--- config.mk ---
export PLATFORM = sky130hd
export DESIGN_NAME = spc_serial_cfg
export DESIGN_NICKNAME = d
export VERILOG_FILES = /design/src/design/spc_pkg.sv /design/src/design/spc_blank_timer.sv /design/src/design/spc_serial_cfg.sv
export SDC_FILE = /design/constraint.sdc
export NUM_CORES = 1
export LEC_CHECK = 0
export BUFFER_PORTS_ARGS = -buffer_cell sky130_fd_sc_hd__buf_4
export CAP_MARGIN = 20
export CORE_MARGIN = 2
export CORE_UTILIZATION = 55
export DETAILED_ROUTE_END_ITERATION = 10
export GPL_ROUTABILITY_DRIVEN = 1
export PLACE_DENSITY = 0.88
export SLEW_MARGIN = 20
export SYNTH_ARGS = -nofsm -noshare
export SYNTH_HDL_FRONTEND = slang
export SYNTH_SLANG_ARGS = --single-unit
--- constraint.sdc ---
create_clock -name mclk -period 2.7 [get_ports mclk]
set_input_delay 0.135 -clock mclk [delete_from_list [all_inputs] [get_ports mclk]]
set_output_delay 0.135 -clock mclk [all_outputs]
set_load 0.01 [all_outputs]
--- src/design/spc_pkg.sv ---
`default_nettype none
package spc_pkg;
    // register indexes, byte address is four times the index
    localparam logic [11:0] FIRST_PORT_BASE_IDX  = 12'h000;
    localparam logic [11:0] SECOND_PORT_BASE_IDX = 12'h100;
    localparam logic [11:0] MODE_IDX             = 12'h0f0;
    localparam logic [11:0] IR_OPTION_IDX        = 12'h0f1;
    localparam logic [11:0] IR_TIMEOUT_IDX       = 12'h0f2;
    localparam logic [11:0] INT_STATUS_IDX       = 12'h200;
    localparam logic [11:0] INT_MASK_IDX         = 12'h201;
    localparam logic [11:0] LINK_STATE_IDX       = 12'h202;

    // field positions
    localparam int SHARE_IRQ_BIT   = 7;
    localparam int MUSIC_LINK_BIT  = 0;
    localparam int HIGH_SPEED_BIT  = 1;
    localparam int RX_POL_BIT      = 0;
    localparam int TX_POL_BIT      = 1;
    localparam int DUPLEX_BIT      = 2;
    localparam int IR_MODE_LSB     = 3;
    localparam int IR_MODE_MSB     = 5;

    // writable bits, reserved bits read zero
    localparam logic [7:0] FIRST_MODE_WMASK  = 8'h81;
    localparam logic [7:0] SECOND_MODE_WMASK = 8'h03;
    localparam logic [7:0] IR_OPTION_WMASK   = 8'h3f;
    localparam logic [3:0] INT_WMASK         = 4'hf;

    // reset values
    localparam logic [7:0] FIRST_MODE_RESET  = 8'h00;
    localparam logic [7:0] SECOND_MODE_RESET = 8'h00;
    localparam logic [7:0] IR_OPTION_RESET   = 8'h02;
    localparam logic [7:0] IR_TIMEOUT_RESET  = 8'h03;
    localparam logic [3:0] INT_MASK_RESET    = 4'h0;

    // interrupt status bit positions
    localparam int EV_FIRST_IRQ  = 0;
    localparam int EV_SECOND_IRQ = 1;
    localparam int EV_BLANK_END  = 2;
    localparam int EV_RX_DROP    = 3;

    // timing
    localparam int CLOCK_MHZ        = 200;
    localparam int BLANK_STEP_NS    = 100_000;
    localparam int BLANK_MAX_NS     = 10_000_000;
    localparam int BLANK_STEP_CYCLES = BLANK_STEP_NS * CLOCK_MHZ / 1000;
    localparam logic [7:0] BLANK_MAX_STEPS = 8'(BLANK_MAX_NS / BLANK_STEP_NS);

    typedef enum logic [2:0] {
        IR_MODE_STANDARD = 3'h0,
        IR_MODE_IRDA     = 3'h1,
        IR_MODE_ASK      = 3'h2
    } spc_ir_mode_t;
endpackage
`default_nettype wire

--- src/design/spc_blank_timer.sv ---
`timescale 1ns/1ps
`default_nettype none
module spc_blank_timer
    import spc_pkg::*;
#(
    parameter logic [15:0] STEP_CYCLES = 16'(spc_pkg::BLANK_STEP_CYCLES)
)
(
    input  wire logic       mclk,
    input  wire logic       rst,
    input  wire logic       active,
    input  wire logic [7:0] steps,
    output logic            blanking,
    output logic            blankEnd
);
    logic [15:0] preCnt_reg;
    logic [15:0] preCnt_next;
    logic [7:0]  stepCnt_reg;
    logic [7:0]  stepCnt_next;
    logic        tick;

    // prescaler restarts with each activity so every step is a full 100 us
    always_comb
    begin
        tick = (preCnt_reg == STEP_CYCLES - 16'h0001);
        preCnt_next = preCnt_reg;
        stepCnt_next = stepCnt_reg;
        if (active)
        begin
            preCnt_next = 16'h0000;
            stepCnt_next = (steps > BLANK_MAX_STEPS) ? BLANK_MAX_STEPS : steps;
        end
        else if (stepCnt_reg != 8'h00)
        begin
            preCnt_next = tick ? 16'h0000 : preCnt_reg + 16'h0001;
            if (tick)
            begin
                stepCnt_next = stepCnt_reg - 8'h01;
            end
        end
        blanking = active || (stepCnt_reg != 8'h00);
        blankEnd = !active && tick && (stepCnt_reg == 8'h01);
    end

    always_ff @(posedge mclk)
    begin
        if (rst)
        begin
            preCnt_reg <= 16'h0000;
            stepCnt_reg <= 8'h00;
        end
        else
        begin
            preCnt_reg <= preCnt_next;
            stepCnt_reg <= stepCnt_next;
        end
    end
endmodule // spc_blank_timer
`default_nettype wire

--- src/design/spc_serial_cfg.sv ---
// Register access over APB is this design's own decision.
`timescale 1ns/1ps
`default_nettype none
module spc_serial_cfg
    import spc_pkg::*;
#(
    parameter logic [15:0] STEP_CYCLES = 16'(spc_pkg::BLANK_STEP_CYCLES)
)
(
    input  wire logic        mclk,
    input  wire logic        rst,
    input  wire logic        psel,
    input  wire logic        penable,
    input  wire logic        pwrite,
    input  wire logic [13:0] paddr,
    input  wire logic [31:0] pwdata,
    output logic      [31:0] prdata,
    output logic             pready,
    output logic             pslverr,
    input  wire logic        firstIrqReq,
    input  wire logic        secondIrqReq,
    output logic             firstIrqLine,
    output logic             secondIrqLine,
    input  wire logic        uartTxd,
    input  wire logic        uartTxActive,
    output logic             uartRxd,
    input  wire logic        irRxPin,
    output logic             irTxPin,
    output logic             musicLinkFirst,
    output logic             musicLinkSecond,
    output logic             highSpeedEnable,
    output logic             halfDuplex,
    output logic      [2:0]  irModeSel,
    output logic             irq
);
    import spc_pkg::*;

    logic [7:0]  firstMode_reg;
    logic [7:0]  firstMode_next;
    logic [7:0]  secondMode_reg;
    logic [7:0]  secondMode_next;
    logic [7:0]  irOption_reg;
    logic [7:0]  irOption_next;
    logic [7:0]  irTimeout_reg;
    logic [7:0]  irTimeout_next;
    logic [3:0]  intStatus_reg;
    logic [3:0]  intStatus_next;
    logic [3:0]  intMask_reg;
    logic [3:0]  intMask_next;
    logic [31:0] prdata_reg;
    logic [31:0] prdata_next;
    logic        pready_reg;
    logic        pready_next;
    logic        pslverr_reg;
    logic        pslverr_next;
    logic        firstLine_reg;
    logic        firstLine_next;
    logic        secondLine_reg;
    logic        secondLine_next;
    logic        uartRxd_reg;
    logic        uartRxd_next;
    logic        irTx_reg;
    logic        irTx_next;
    logic        irq_reg;
    logic        irq_next;
    logic        firstReqDly_reg;
    logic        secondReqDly_reg;

    logic [11:0] regIdx;
    logic        setupPhase;
    logic        writeTake;
    logic        hit;
    logic [7:0]  readByte;
    logic        blanking;
    logic        blankEnd;
    logic        rxLevel;
    logic [3:0]  events;
    logic        shareIrq;

    assign shareIrq = firstMode_reg[SHARE_IRQ_BIT];

    spc_blank_timer #(
        .STEP_CYCLES (STEP_CYCLES)
    ) spc_blank_timer_inst (
        .mclk     (mclk),
        .rst      (rst),
        .active   (uartTxActive),
        .steps    (irTimeout_reg),
        .blanking (blanking),
        .blankEnd (blankEnd)
    );

    // apb decode: word index from the byte address, no wait states
    always_comb
    begin
        regIdx = paddr[13:2];
        setupPhase = psel && !penable;
        writeTake = psel && penable && pwrite && pready_reg;
        hit = 1'b1;
        readByte = 8'h00;
        unique case (regIdx)
            FIRST_PORT_BASE_IDX + MODE_IDX:
            begin
                readByte = firstMode_reg;
            end
            SECOND_PORT_BASE_IDX + MODE_IDX:
            begin
                readByte = secondMode_reg;
            end
            SECOND_PORT_BASE_IDX + IR_OPTION_IDX:
            begin
                readByte = irOption_reg;
            end
            SECOND_PORT_BASE_IDX + IR_TIMEOUT_IDX:
            begin
                readByte = irTimeout_reg;
            end
            INT_STATUS_IDX:
            begin
                readByte = {4'h0, intStatus_reg};
            end
            INT_MASK_IDX:
            begin
                readByte = {4'h0, intMask_reg};
            end
            LINK_STATE_IDX:
            begin
                readByte = {4'h0, rxLevel, blanking, secondLine_reg, firstLine_reg};
            end
            default:
            begin
                hit = 1'b0;
            end
        endcase
        pready_next = setupPhase;
        pslverr_next = setupPhase && !hit;
        prdata_next = (setupPhase && hit && !pwrite) ? {24'h000000, readByte} : 32'h00000000;
    end

    // register writes, reserved bits are kept at zero
    always_comb
    begin
        firstMode_next = firstMode_reg;
        secondMode_next = secondMode_reg;
        irOption_next = irOption_reg;
        irTimeout_next = irTimeout_reg;
        intMask_next = intMask_reg;
        if (writeTake && !pslverr_reg)
        begin
            if (regIdx == FIRST_PORT_BASE_IDX + MODE_IDX)
            begin
                firstMode_next = pwdata[7:0] & FIRST_MODE_WMASK;
            end
            if (regIdx == SECOND_PORT_BASE_IDX + MODE_IDX)
            begin
                secondMode_next = pwdata[7:0] & SECOND_MODE_WMASK;
            end
            if (regIdx == SECOND_PORT_BASE_IDX + IR_OPTION_IDX)
            begin
                irOption_next = pwdata[7:0] & IR_OPTION_WMASK;
            end
            if (regIdx == SECOND_PORT_BASE_IDX + IR_TIMEOUT_IDX)
            begin
                irTimeout_next = pwdata[7:0];
            end
            if (regIdx == INT_MASK_IDX)
            begin
                intMask_next = pwdata[3:0] & INT_WMASK;
            end
        end
    end

    // interrupt sharing and infrared line conditioning
    always_comb
    begin
        // shared mode wires both requests to both lines, harmless when one is unrouted
        firstLine_next = firstIrqReq || (shareIrq && secondIrqReq);
        secondLine_next = secondIrqReq || (shareIrq && firstIrqReq);
        rxLevel = irRxPin ^ irOption_reg[RX_POL_BIT];
        // blanked receive idles high so the uart sees no start bit
        uartRxd_next = (irOption_reg[DUPLEX_BIT] && blanking) ? 1'b1 : rxLevel;
        irTx_next = uartTxd ^ irOption_reg[TX_POL_BIT];
        events = 4'h0;
        events[EV_FIRST_IRQ] = firstIrqReq && !firstReqDly_reg;
        events[EV_SECOND_IRQ] = secondIrqReq && !secondReqDly_reg;
        events[EV_BLANK_END] = blankEnd && irOption_reg[DUPLEX_BIT];
        events[EV_RX_DROP] = irOption_reg[DUPLEX_BIT] && blanking && !rxLevel;
        intStatus_next = intStatus_reg;
        if (writeTake && !pslverr_reg && regIdx == INT_STATUS_IDX)
        begin
            intStatus_next = intStatus_reg & ~pwdata[3:0];
        end
        // a new event wins over a clear in the same cycle
        intStatus_next = intStatus_next | events;
        irq_next = |(intStatus_next & intMask_reg);
    end

    always_ff @(posedge mclk)
    begin
        if (rst)
        begin
            firstMode_reg <= FIRST_MODE_RESET;
            secondMode_reg <= SECOND_MODE_RESET;
            irOption_reg <= IR_OPTION_RESET;
            irTimeout_reg <= IR_TIMEOUT_RESET;
            intStatus_reg <= 4'h0;
            intMask_reg <= INT_MASK_RESET;
            prdata_reg <= 32'h00000000;
            pready_reg <= 1'b0;
            pslverr_reg <= 1'b0;
            firstLine_reg <= 1'b0;
            secondLine_reg <= 1'b0;
            uartRxd_reg <= 1'b1;
            irTx_reg <= 1'b0;
            irq_reg <= 1'b0;
            firstReqDly_reg <= 1'b0;
            secondReqDly_reg <= 1'b0;
        end
        else
        begin
            firstMode_reg <= firstMode_next;
            secondMode_reg <= secondMode_next;
            irOption_reg <= irOption_next;
            irTimeout_reg <= irTimeout_next;
            intStatus_reg <= intStatus_next;
            intMask_reg <= intMask_next;
            prdata_reg <= prdata_next;
            pready_reg <= pready_next;
            pslverr_reg <= pslverr_next;
            firstLine_reg <= firstLine_next;
            secondLine_reg <= secondLine_next;
            uartRxd_reg <= uartRxd_next;
            irTx_reg <= irTx_next;
            irq_reg <= irq_next;
            firstReqDly_reg <= firstIrqReq;
            secondReqDly_reg <= secondIrqReq;
        end
    end

    assign prdata = prdata_reg;
    assign pready = pready_reg;
    assign pslverr = pslverr_reg;
    assign firstIrqLine = firstLine_reg;
    assign secondIrqLine = secondLine_reg;
    assign uartRxd = uartRxd_reg;
    assign irTxPin = irTx_reg;
    assign musicLinkFirst = firstMode_reg[MUSIC_LINK_BIT];
    assign musicLinkSecond = secondMode_reg[MUSIC_LINK_BIT];
    assign highSpeedEnable = secondMode_reg[HIGH_SPEED_BIT];
    assign halfDuplex = irOption_reg[DUPLEX_BIT];
    assign irModeSel = irOption_reg[IR_MODE_MSB:IR_MODE_LSB];
    assign irq = irq_reg;
endmodule // spc_serial_cfg
`default_nettype wire

==> summary.md, run 1 <==
| Metric | Value |
|---|---|
| Synth async-reset ratio | `0` |
| Clock Path Buffers | `2` |
| Initial antenna violation count | `0` |
| CTS sink count | `67` |
| FP Rows | `28` |
| Core Box Area | `about 6000 sq um` |
| Post-cts gate resize count | `0` |
| TritonCTS buffer count | `9` |
| Worst setup EP type | `register` |
| Vias post-DR | `around 2.8k` |
| Post-Route WL | `roughly 7400 um` |
| Design area | `3835 sq um` |
| Vias in the first global route | `between 2k and 3k` |
| Worst-margin pin slew | `approximately 0.64 ns` |
| Tcrit/Tclk final | `0.8270` |
| Core Util, Final | `0.6516` |
| Fmax | `~450 MHz` |
| Gp weighted congestion | `about 0.84` |
| Clk Latency, worst-skew pair | `0.36 ns` |
| Total track usage | `0.2343` |
| Synthesized cell area | `between 3000 and 4000 sq um` |
| Share of layout cells above drive strength 1 | `0.1904` |
| Hold WC Path Type | `input pin to register` |
| Register area share after synthesis | `0.4016` |
| DP HPWL | `5403 um` |
| Synth top area cells | `dfxtp_1 40%, buf_4 6.3%, mux2i_1 6.3%` |
| Fillers | `~490` |
| Rel. slew slack | `0.5671` |
| Dpl cell area | `about 3600 sq um` |
| Nets | `between 400 and 500` |
| Drt pass-1 iters | `6` |
| Max Cap Violations | `0` |
| Max VDD drop | `around 0.43 mV` |
| Cts hold-fix bufs | `1` |
| Largest net degree at the start of global routing | `42` |
| Die Ht | `between 80 and 90 um` |
| Critical Path Source Type | `register` |
| Hold Vio Cnt, Final | `0` |
| Distinct cells, synth | `53` |
| #FFs+latches synth | `67` |
| Vias per cell | `between 5 and 6` |
| Setup slack after layout | `approximately 0.47 ns` |
| Post-synth top area cell | `dfxtp_1` |
| Mean post-synth cell area | `~9 sq um` |
| Fin crit period | `between 2 and 2.5 ns` |
| Place WS | `~0.48 ns` |
| CTS tree | `built` |
| Post-synth top area share | `0.4016` |
| Outcome | `complete, no violations` |
| CP Data Required Time | `slightly below 3 ns` |
| Clock transition at path regs | `0.07 ns` |
| Pwr dens | `approximately 510 nW/um^2` |
| Arrival @ worst endpoint | `around 2.5 ns` |
| RSZ-0062 raised after global routing | `no` |
| Max reg flops | `16` |
| Clk Tree Root Cell | `clkbuf_8` |
| TNS Setup | `0 ns` |
| Max Slew Vio Count | `0` |
| N_diodes | `0` |
| Count leader, synth | `dfxtp_1` |
| Most instantiated cells after synthesis | `67 x dfxtp_1, 52 x nor2_1, 28 x buf_4` |
| Post-CTS Repair Setup Buffers | `0` |
| Leak | `approximately 1.5 nW` |
| Layout overhead on the synthesized area | `14.84%` |
| Port buffer count | `slightly above 50` |
| Crit-path max FO | `16` |
| Ys flop type | `dfxtp_1` |
| Flop2flop setup slack | `around 0.47 ns` |
| CP Class | `register to register` |
| DRC viols | `0` |
| CTS H-Tree Depth | `3` |
| Antenna Violating Nets Remaining | `0` |
| Die area | `between 6000 and 7000 sq um` |
| Syn Inst Count | `~360` |
| WL per Instance | `about 15 um` |
| Initial DRC count | `about 180` |
| Final Setup Violations | `0` |
| Congestion Overflow GR | `0` |
| Ports | `between 100 and 150` |
| First-pass GRT wire length | `approximately 12000 um` |
| Die W | `roughly 80 um` |
| Ys Warns | `0` |
| Final Skew | `~0.011 ns` |
| Effective utilization at floorplan | `0.5674` |
| Post-synth EDFFs | `0` |
## layout by cell type (no fill, tap or decap), drive strengths merged, types with 6 or more instances in the layout
cell / count
dfxtp: 67
nor2: 53
buf: 52
conb: 24
mux2i: 21
nand2: 15
xor2: 13
a21oi: 12
clkbuf: 12
nand4: 11
nand3: 11
xnor2: 10
inv: 9
nor3: 9
and3: 8
nor2b: 7
a22oi: 7
nand2b: 6
## worst max-delay path, stage by stage (launching register included)
cell and delay (ns):
dfxtp_1 0.39, ha_1 0.23, nor4bb_1 0.30, and4b_1 0.46, nand2_1 0.18, nand2_1 0.43
nor2_1 0.11
## stage by stage
| stage | total power (W) | std cells | hold WS (ns) |
|---|---|---|---|
| final | 0.001950 | 490 | 0.02345 |
| after global routing | 0.002019 | 490 | 0.02052 |
| after CTS | 0.001948 | 490 | 0.01835 |
| after detailed placement | 0.001204 | 473 | 0.3394 |
| after global placement | 0.001196 | 473 | 0.3345 |
| after floorplan | 0.001156 | 386 | 0.2312 |
## final timing paths
check                                startpoint                            endpoint  depth (start not counted)
max reg2reg  spc_blank_timer_inst.preCnt_reg[0]  spc_blank_timer_inst.preCnt_reg[0]                          6
min reg2reg                    irTimeout_reg[6]                           prdata[6]                          2
min                                     uartTxd                             irTxPin                          3
max          spc_blank_timer_inst.preCnt_reg[0]  spc_blank_timer_inst.preCnt_reg[0]                          6
## kinds of logic after synthesis
| family | count (synthesis) | synth area share |
|---|---|---|
| AO/OA/AOI/OAI | 52 | 0.1210 |
| XOR/XNOR | 23 | 0.06032 |
| adder cells (fa/ha/maj) | 4 | 0.01499 |
| buffers and inverters | 49 | 0.08954 |
| flip-flops | 67 | 0.4016 |
| multiplexers | 21 | 0.06294 |
| other | 1 | 0.001123 |
| AND/OR/NAND/NOR | 146 | 0.2484 |
## layer usage
| metal | wire [um] | GRT usage | part of all wire |
|---|---|---|---|
| met1 | 2945 | 0.2752 | 0.40 |
| met2 | 3737 | 0.3967 | 0.51 |
| met3 | 548 | 0.06264 | 0.074 |
| met4 | 167 | 0.1083 | 0.023 |
| met5 | 0 | 0 | 0 |
## report_power, final
| part | internal [W] | total, W | switching [W] |
|---|---|---|---|
| Sequential | 0.00100 | 0.00101 | 0.0000115 |
| Combinational | 0.0000697 | 0.000171 | 0.000102 |
| Clock | 0.000380 | 0.000765 | 0.000385 |
## area by class of cell
cell class | count | area [sq um] | share of cell area
timing repair buffer | 53 | 400.4 | 0.1044
clock buffer | 12 | 155.1 | 0.04046
inverter | 9 | 33.78 | 0.008809
clock inverter | 4 | 25.02 | 0.006525
multi-input combinational | 270 | 1785 | 0.4656
sequential | 67 | 1341 | 0.3498
tap | 75 | 93.84 | 0.02447
No activity file was read; power rests on OpenSTA's default activity.
==> run 2: changes to the inputs <==
--- a/config.mk
+++ b/config.mk
@@ -5,13 +5,14 @@
 export SDC_FILE = /design/constraint.sdc
 export NUM_CORES = 1
 export LEC_CHECK = 0
+export ABC_AREA = 1
 export BUFFER_PORTS_ARGS = -buffer_cell sky130_fd_sc_hd__buf_4
 export CAP_MARGIN = 20
 export CORE_MARGIN = 2
-export CORE_UTILIZATION = 55
+export CORE_UTILIZATION = 53
 export DETAILED_ROUTE_END_ITERATION = 10
 export GPL_ROUTABILITY_DRIVEN = 1
-export PLACE_DENSITY = 0.88
+export PLACE_DENSITY = 0.84
 export SLEW_MARGIN = 20
 export SYNTH_ARGS = -nofsm -noshare
 export SYNTH_HDL_FRONTEND = slang
==> constraint.sdc (replaced) <==
create_clock -name mclk -period 2.2 [get_ports mclk]
set_input_delay 0.11 -clock mclk [delete_from_list [all_inputs] [get_ports mclk]]
set_output_delay 0.11 -clock mclk [all_outputs]
set_load 0.01 [all_outputs]
==> summary.md, run 2 <==
| Metric | Value |
|---|---|
| TNS Setup | `0 ns` |
| R2r startpoint | `spc_blank_timer_inst.stepCnt_reg[0]` |
| Initial DRC count | `279` |
| Count leader, synth | `nand2_1` |
| Total track usage | `0.2442` |
| Adder-Cell Fraction of Synth Area | `0.01369` |
| Most frequent cells in the layout | `91 x nand2_1, 67 x dfxtp_1, 66 x nor2_1` |
| Clock Path Buffers | `2` |
| FF-to-FF End | `spc_blank_timer_inst.preCnt_reg[8]` |
| Ports | `between 100 and 150` |
| Leak | `approximately 1.8 nW` |
| Initial antenna violation count | `0` |
| Mean post-synth cell area | `between 7 and 8 sq um` |
| Mux share of post-synthesis cell area | `0` |
| Syn Inst Count | `a little over 500` |
| Flop2flop setup slack | `~0.48 ns` |
| Clk Tree Root Cell | `clkbuf_8` |
| Leading cell type in the layout, fill and taps excluded | `nand2_1` |
| Vias in the first global route | `between 3k and 4k` |
| FP Rows | `30` |
| Share of layout cells above drive strength 1 | `0.1990` |
| Largest net degree at the start of global routing | `28` |
| Internal | `0.001803 W` |
| #FFs+latches synth | `between 60 and 70` |
| Worst-margin pin slew | `0.7582 ns` |
| Gp weighted congestion | `between 0.9 and 1` |
| Max reg flops | `16` |
| Worst setup EP type | `register` |
| Register area share after synthesis | `0.3669` |
| Vias per cell | `approximately 5.3` |
| CTS tree | `built` |
| N_diodes | `0` |
| Pwr dens | `around 600 nW/um^2` |
| Congestion Overflow GR | `0` |
| Hold Vio Cnt, Final | `0` |
| CTS sink count | `67` |
| Final Skew | `0.01343 ns` |
| RSZ-0062 raised after global routing | `no` |
| DP HPWL | `6423 um` |
| Final Setup Violations | `0` |
| Fin crit period | `approximately 1.7 ns` |
| Port buffer count | `51` |
| Sw power | `around 0.00064 W` |
| Ys Warns | `0` |
| Effective utilization at floorplan | `0.5441` |
| Outcome | `complete, no violations` |
| Post-synth top area share | `0.3669` |
| Synthesized cell area | `between 3000 and 4000 sq um` |
| Max Cap Violations | `0` |
| Hold path depth | `3` |
| Max Slew Vio Count | `0` |
| Reg power frac | `0.512` |
| Cts hold-fix bufs | `2` |
| Clock transition at path regs | `about 0.070 ns` |
| Clock Power Share | `0.377` |
| Post-synth EDFFs | `0` |
| Layout overhead on the synthesized area | `14.10%` |
| Max VDD drop | `a little over 0.4 mV` |
| TritonCTS buffer count | `9` |
| Critical Path Source Type | `register` |
| Vias post-DR | `between 3k and 4k` |
| Design area | `4172 sq um` |
| Hold Slack | `slightly below 0.002 ns` |
| Clk Latency, worst-skew pair | `~0.35 ns` |
| Dpl cell area | `3979 sq um` |
| Largest family of logic cells by synthesized area | `simple AND/OR/NAND/NOR gates` |
| Post-Route WL | `roughly 8800 um` |
| Antenna Violating Nets Remaining | `0` |
| Power Total | `~0.0024 W` |
| CTS H-Tree Depth | `3` |
| CP Data Required Time | `around 2.5 ns` |
| R2R cell count | `10` |
| Tcrit/Tclk final | `0.7816` |
| Nets | `about 630` |
| Fmax | `slightly below 600 MHz` |
| Ys flop type | `dfxtp_1` |
| Die area | `approximately 7600 sq um` |
| Comb power frac | `0.110` |
| Synth top area cells | `dfxtp_1 37%, nand2_1 9.3%, nor2_1 6.8%` |
| Synth async-reset ratio | `0` |
| First-pass GRT wire length | `~15000 um` |
| Crit-path max FO | `11` |
| Core Box Area | `about 6700 sq um` |
| Post-cts gate resize count | `0` |
| Simple-Gate Fraction of Synth Area | `0.3392` |
| Xor and xnor fraction of the mapped netlist area | `0.01198` |
| Die Ht | `87.06 um` |
| Rel. slew slack | `0.4940` |
| CP Class | `register to register` |
| Hold WC Path Type | `input pin to register` |
| Hold EP | `irTxPin` |
| Hold wc startpoint | `uartTxd` |
| Distinct cells, synth | `39` |
| WL per Instance | `approximately 13 um` |
| DRC viols | `0` |
| Arrival @ worst endpoint | `about 2 ns` |
| Drt pass-1 iters | `5` |
| Post-CTS Repair Setup Buffers | `0` |
| Post-synthesis compound-gate area fraction | `0.1232` |
| Net switching fraction of the power | `0.2622` |
| Die W | `87.06 um` |
| Post-synth top area cell | `dfxtp_1` |
| Most instantiated cells after synthesis | `91 x nand2_1, 67 x dfxtp_1, 66 x nor2_1` |
## run 2: cells by family after synthesis
family / Yosys count
other: 1
AND/OR/NAND/NOR: 255
adder cells (fa/ha/maj): 4
AO/OA/AOI/OAI: 81
buffers and inverters: 106
XOR/XNOR: 5
flip-flops: 67
## run 2: per-stage QoR
step                instances  setup slack [ns]    util
floorplan                 542            0.7475       -
global placement          640            0.5691  0.5922
detailed placement        640            0.4930  0.5922
CTS                       658            0.4840  0.6209
global route              658            0.2685  0.6209
finish                    658            0.4806  0.6209
## run 2: worst max path at each step
stage	startpoint	end	slack, ns	depth (start not counted)
final	spc_blank_timer_inst.stepCnt_reg[0]	spc_blank_timer_inst.preCnt_reg[8]	0.48	10
after global routing	spc_blank_timer_inst.stepCnt_reg[0]	spc_blank_timer_inst.preCnt_reg[8]	0.27	10
after CTS	spc_blank_timer_inst.stepCnt_reg[0]	spc_blank_timer_inst.preCnt_reg[8]	0.48	10
after detailed placement	spc_blank_timer_inst.stepCnt_reg[0]	spc_blank_timer_inst.preCnt_reg[8]	0.49	10
after global placement	spc_blank_timer_inst.stepCnt_reg[0]	spc_blank_timer_inst.preCnt_reg[7]	0.57	10
after floorplan	spc_blank_timer_inst.preCnt_reg[0]	spc_blank_timer_inst.preCnt_reg[11]	0.75	10
## run 2: routing by layer
metal,vias to the layer above,routed length (um),track usage
li1,1734,-,-
met4,0,141,0.08381
met5,-,0,0
met2,138,4317,0.4171
met1,1601,3721,0.3123
met3,11,613,0.03886
## run 2: cell type report
| type | instances | area, sq um |
|---|---|---|
| sequential | 67 | 1341 |
| tap | 80 | 100.1 |
| multi-input combinational | 369 | 1874 |
| clock buffer | 14 | 162.7 |
| timing repair buffer | 54 | 410.4 |
| clock inverter | 2 | 10.01 |
| inverter | 72 | 272.8 |
| fill | 584 | 2547 |
## run 2: critical path: stages (launching register included)
cell and delay [ns]:
dfxtp_1 0.33, inv_1 0.11, ha_1 0.16, inv_1 0.05, nor2_2 0.17, nand2_4 0.15, nand3_2 0.21, nand2_4 0.13
inv_4 0.13, o21ai_0 0.10, a21oi_1 0.12
## run 2: power groups by stage
stage                     clock network, W  registers [W]  logic, W
after CTS                         0.000924        0.00125  0.000267
final                             0.000922        0.00125  0.000270
after global placement                   0        0.00128  0.000254
after global routing              0.000986        0.00125  0.000302
after detailed placement                 0        0.00128  0.000263
after floorplan                          0        0.00128  0.000212
==> run 3: changes to the inputs <==
--- a/config.mk
+++ b/config.mk
@@ -5,14 +5,14 @@
 export SDC_FILE = /design/constraint.sdc
 export NUM_CORES = 1
 export LEC_CHECK = 0
-export ABC_AREA = 1
+export ABC_AREA = 0
 export BUFFER_PORTS_ARGS = -buffer_cell sky130_fd_sc_hd__buf_4
 export CAP_MARGIN = 20
 export CORE_MARGIN = 2
-export CORE_UTILIZATION = 53
+export CORE_UTILIZATION = 46
 export DETAILED_ROUTE_END_ITERATION = 10
 export GPL_ROUTABILITY_DRIVEN = 1
-export PLACE_DENSITY = 0.84
+export PLACE_DENSITY = 0.79
 export SLEW_MARGIN = 20
 export SYNTH_ARGS = -nofsm -noshare
 export SYNTH_HDL_FRONTEND = slang
==> constraint.sdc (replaced) <==
create_clock -name mclk -period 1.45 [get_ports mclk]
set_input_delay 0.0725 -clock mclk [delete_from_list [all_inputs] [get_ports mclk]]
set_output_delay 0.0725 -clock mclk [all_outputs]
set_load 0.01 [all_outputs]
==> summary.md, run 3 (same netlist as run 1, synthesis figures left out) <==
| Metric | Value |
|---|---|
| Outcome | `complete, but fails checks` |
| TNS Setup | `-3.821 ns` |
| Max reg flops | `16` |
| Pwr dens | `approximately 780 nW/um^2` |
| Max VDD drop | `0.6056 mV` |
| Nets | `546` |
| CP Class | `register to register` |
| Critical Path Source Type | `register` |
| CTS tree | `built` |
| CP Data Required Time | `approximately 1.7 ns` |
| Final Skew | `around 0.01 ns` |
| Die area | `7958 sq um` |
| Total track usage | `0.2246` |
| Initial DRC count | `203` |
| RSZ-0062 raised after global routing | `yes` |
| Failing checks | `negative setup slack` |
| Vias in the first global route | `2962` |
| Die W | `approximately 90 um` |
| Drt pass-1 iters | `4` |
| Layout overhead on the synthesized area | `41.70%` |
| Initial antenna violation count | `0` |
| Antenna Violating Nets Remaining | `0` |
| Hold WC Path Type | `input pin to register` |
| Leading cell type in the layout, fill and taps excluded | `buf_4` |
| Clk Tree Root Cell | `clkbuf_8` |
| Fmax | `between 500 and 600 MHz` |
| CTS H-Tree Depth | `3` |
| DP HPWL | `between 6000 and 7000 um` |
| Hold Vio Cnt, Final | `0` |
| Leak | `between 1.5 and 2 nW` |
| Largest net degree at the start of global routing | `22` |
| Tcrit/Tclk final | `1.171` |
| R2r startpoint | `spc_blank_timer_inst.preCnt_reg[1]` |
| Hold Slack | `between 0.02 and 0.03 ns` |
| Most frequent cells in the layout | `112 x buf_4, 57 x dfxtp_1, 50 x nor2_1` |
| Clock Path Buffers | `2` |
| Worst setup EP type | `register` |
| Congestion Overflow GR | `0` |
| Vias post-DR | `a little over 3k` |
| Core Box Area | `slightly above 7000 sq um` |
| Max Slew Vio Count | `0` |
| DRC viols | `0` |
| N_diodes | `0` |
| Setup slack after layout | `-0.2479 ns` |
| Ports | `around 100` |
| Post-Route WL | `8808 um` |
| Arrival @ worst endpoint | `approximately 1.9 ns` |
| Worst-margin pin slew | `a little under 0.6 ns` |
| Fillers | `between 500 and 600` |
| Crit-path max FO | `8` |
| Footprint of the multi-input gates | `approximately 2000 sq um` |
| Die Ht | `just under 90 um` |
| FP Rows | `31` |
| Clk Latency, worst-skew pair | `around 0.34 ns` |
| Crit path launch | `spc_blank_timer_inst.preCnt_reg[1]` |
| Register area | `1356 sq um` |
| Share of layout cells above drive strength 1 | `0.3849` |
| Gp weighted congestion | `between 0.8 and 0.9` |
| Final Setup Violations | `36` |
| Max Cap Violations | `0` |
| Clock transition at path regs | `0.08 ns` |
| Fin crit period | `between 1.5 and 2 ns` |
| Vias per cell | `around 5.3` |
| CTS sink count | `between 60 and 70` |
| Rel. slew slack | `0.6141` |
| WL per Instance | `approximately 15 um` |
| TritonCTS buffer count | `9` |
| Hold wc startpoint | `pwdata[0]` |
| Effective utilization at floorplan | `0.4679` |
| Port buffer count | `51` |
| First-pass GRT wire length | `approximately 14000 um` |
==> run 3: cell types whose count changed in the layout (fill, tap and decap cells not counted), sizes merged, moves of 21 or more <==
cell,before,now
buf,52,121
o21ai,36,1
nand3,40,11
nor2,82,53
mux2i,0,21
nand2,98,15
inv,71,9
==> run 3: path summary, 6_finish.rpt <==
path | to | slack (ns) | cells after the start
max | spc_blank_timer_inst.stepCnt_reg[6] | -0.25 | 7
max reg2reg | spc_blank_timer_inst.stepCnt_reg[6] | -0.25 | 7
min | irTimeout_reg[0] | 0.03 | 2
min reg2reg | prdata[6] | 0.48 | 2
==> run 3: where the power goes <==
| part | total [W] | switching (W) | internal (W) |
|---|---|---|---|
| clock | 0.00132 | 0.000709 | 0.000612 |
| sequential | 0.00188 | 0.0000169 | 0.00187 |
| combinational | 0.000470 | 0.000243 | 0.000227 |
==> run 3: cell type report <==
type | count | share of cell area
clock inverters | 5 | 0.006346
clock buffers | 11 | 0.02776
inverters | 9 | 0.007139
multi-input cells | 270 | 0.4236
repair buffers | 129 | 0.2224
flip-flops and latches | 67 | 0.2866
well taps | 99 | 0.02618
==> run 3: stage by stage <==
stage          setup slack [ns]    util  power [W]  cells  cell area, sq um
2_1_floorplan           -0.2575       -   0.002186    386              3546
3_3_place_gp            -0.2826  0.6054   0.002330    565              4320
3_5_place_dp            -0.3469  0.6054   0.002342    565              4320
4_1_cts                 -0.2369  0.6464   0.003660    588              4613
5_1_grt                 -0.2957  0.6630   0.003809    590              4732
6_report                -0.2479  0.6630   0.003675    590              4732
==> run 3: what timing repair did <==
action / in CTS / in global routing
endpoints found under the setup margin: 46 / 48
buffers inserted: 0 / 2
pin swaps: 14 / 17
hold buffers: 7 / 1
resized for setup: 13 / 27
hold endpoints to repair: 10 / 1
==> run 3: routing by layer <==
layer,up-vias,wire length [um],GRT usage
li1,1484,-,-
met5,-,0,0
met4,0,129,0.07463
met2,94,4589,0.3865
met3,14,406,0.05633
met1,1506,3682,0.2744
==> run 3: critical path, stage by stage (launching register included) <==
cell and delay (ns):
dfxtp_2 0.36, ha_4 0.13, nor4bb_4 0.19, and4b_2 0.32, buf_12 0.14, nand3_2 0.06, xor2_1 0.16, a211oi_1 0.24
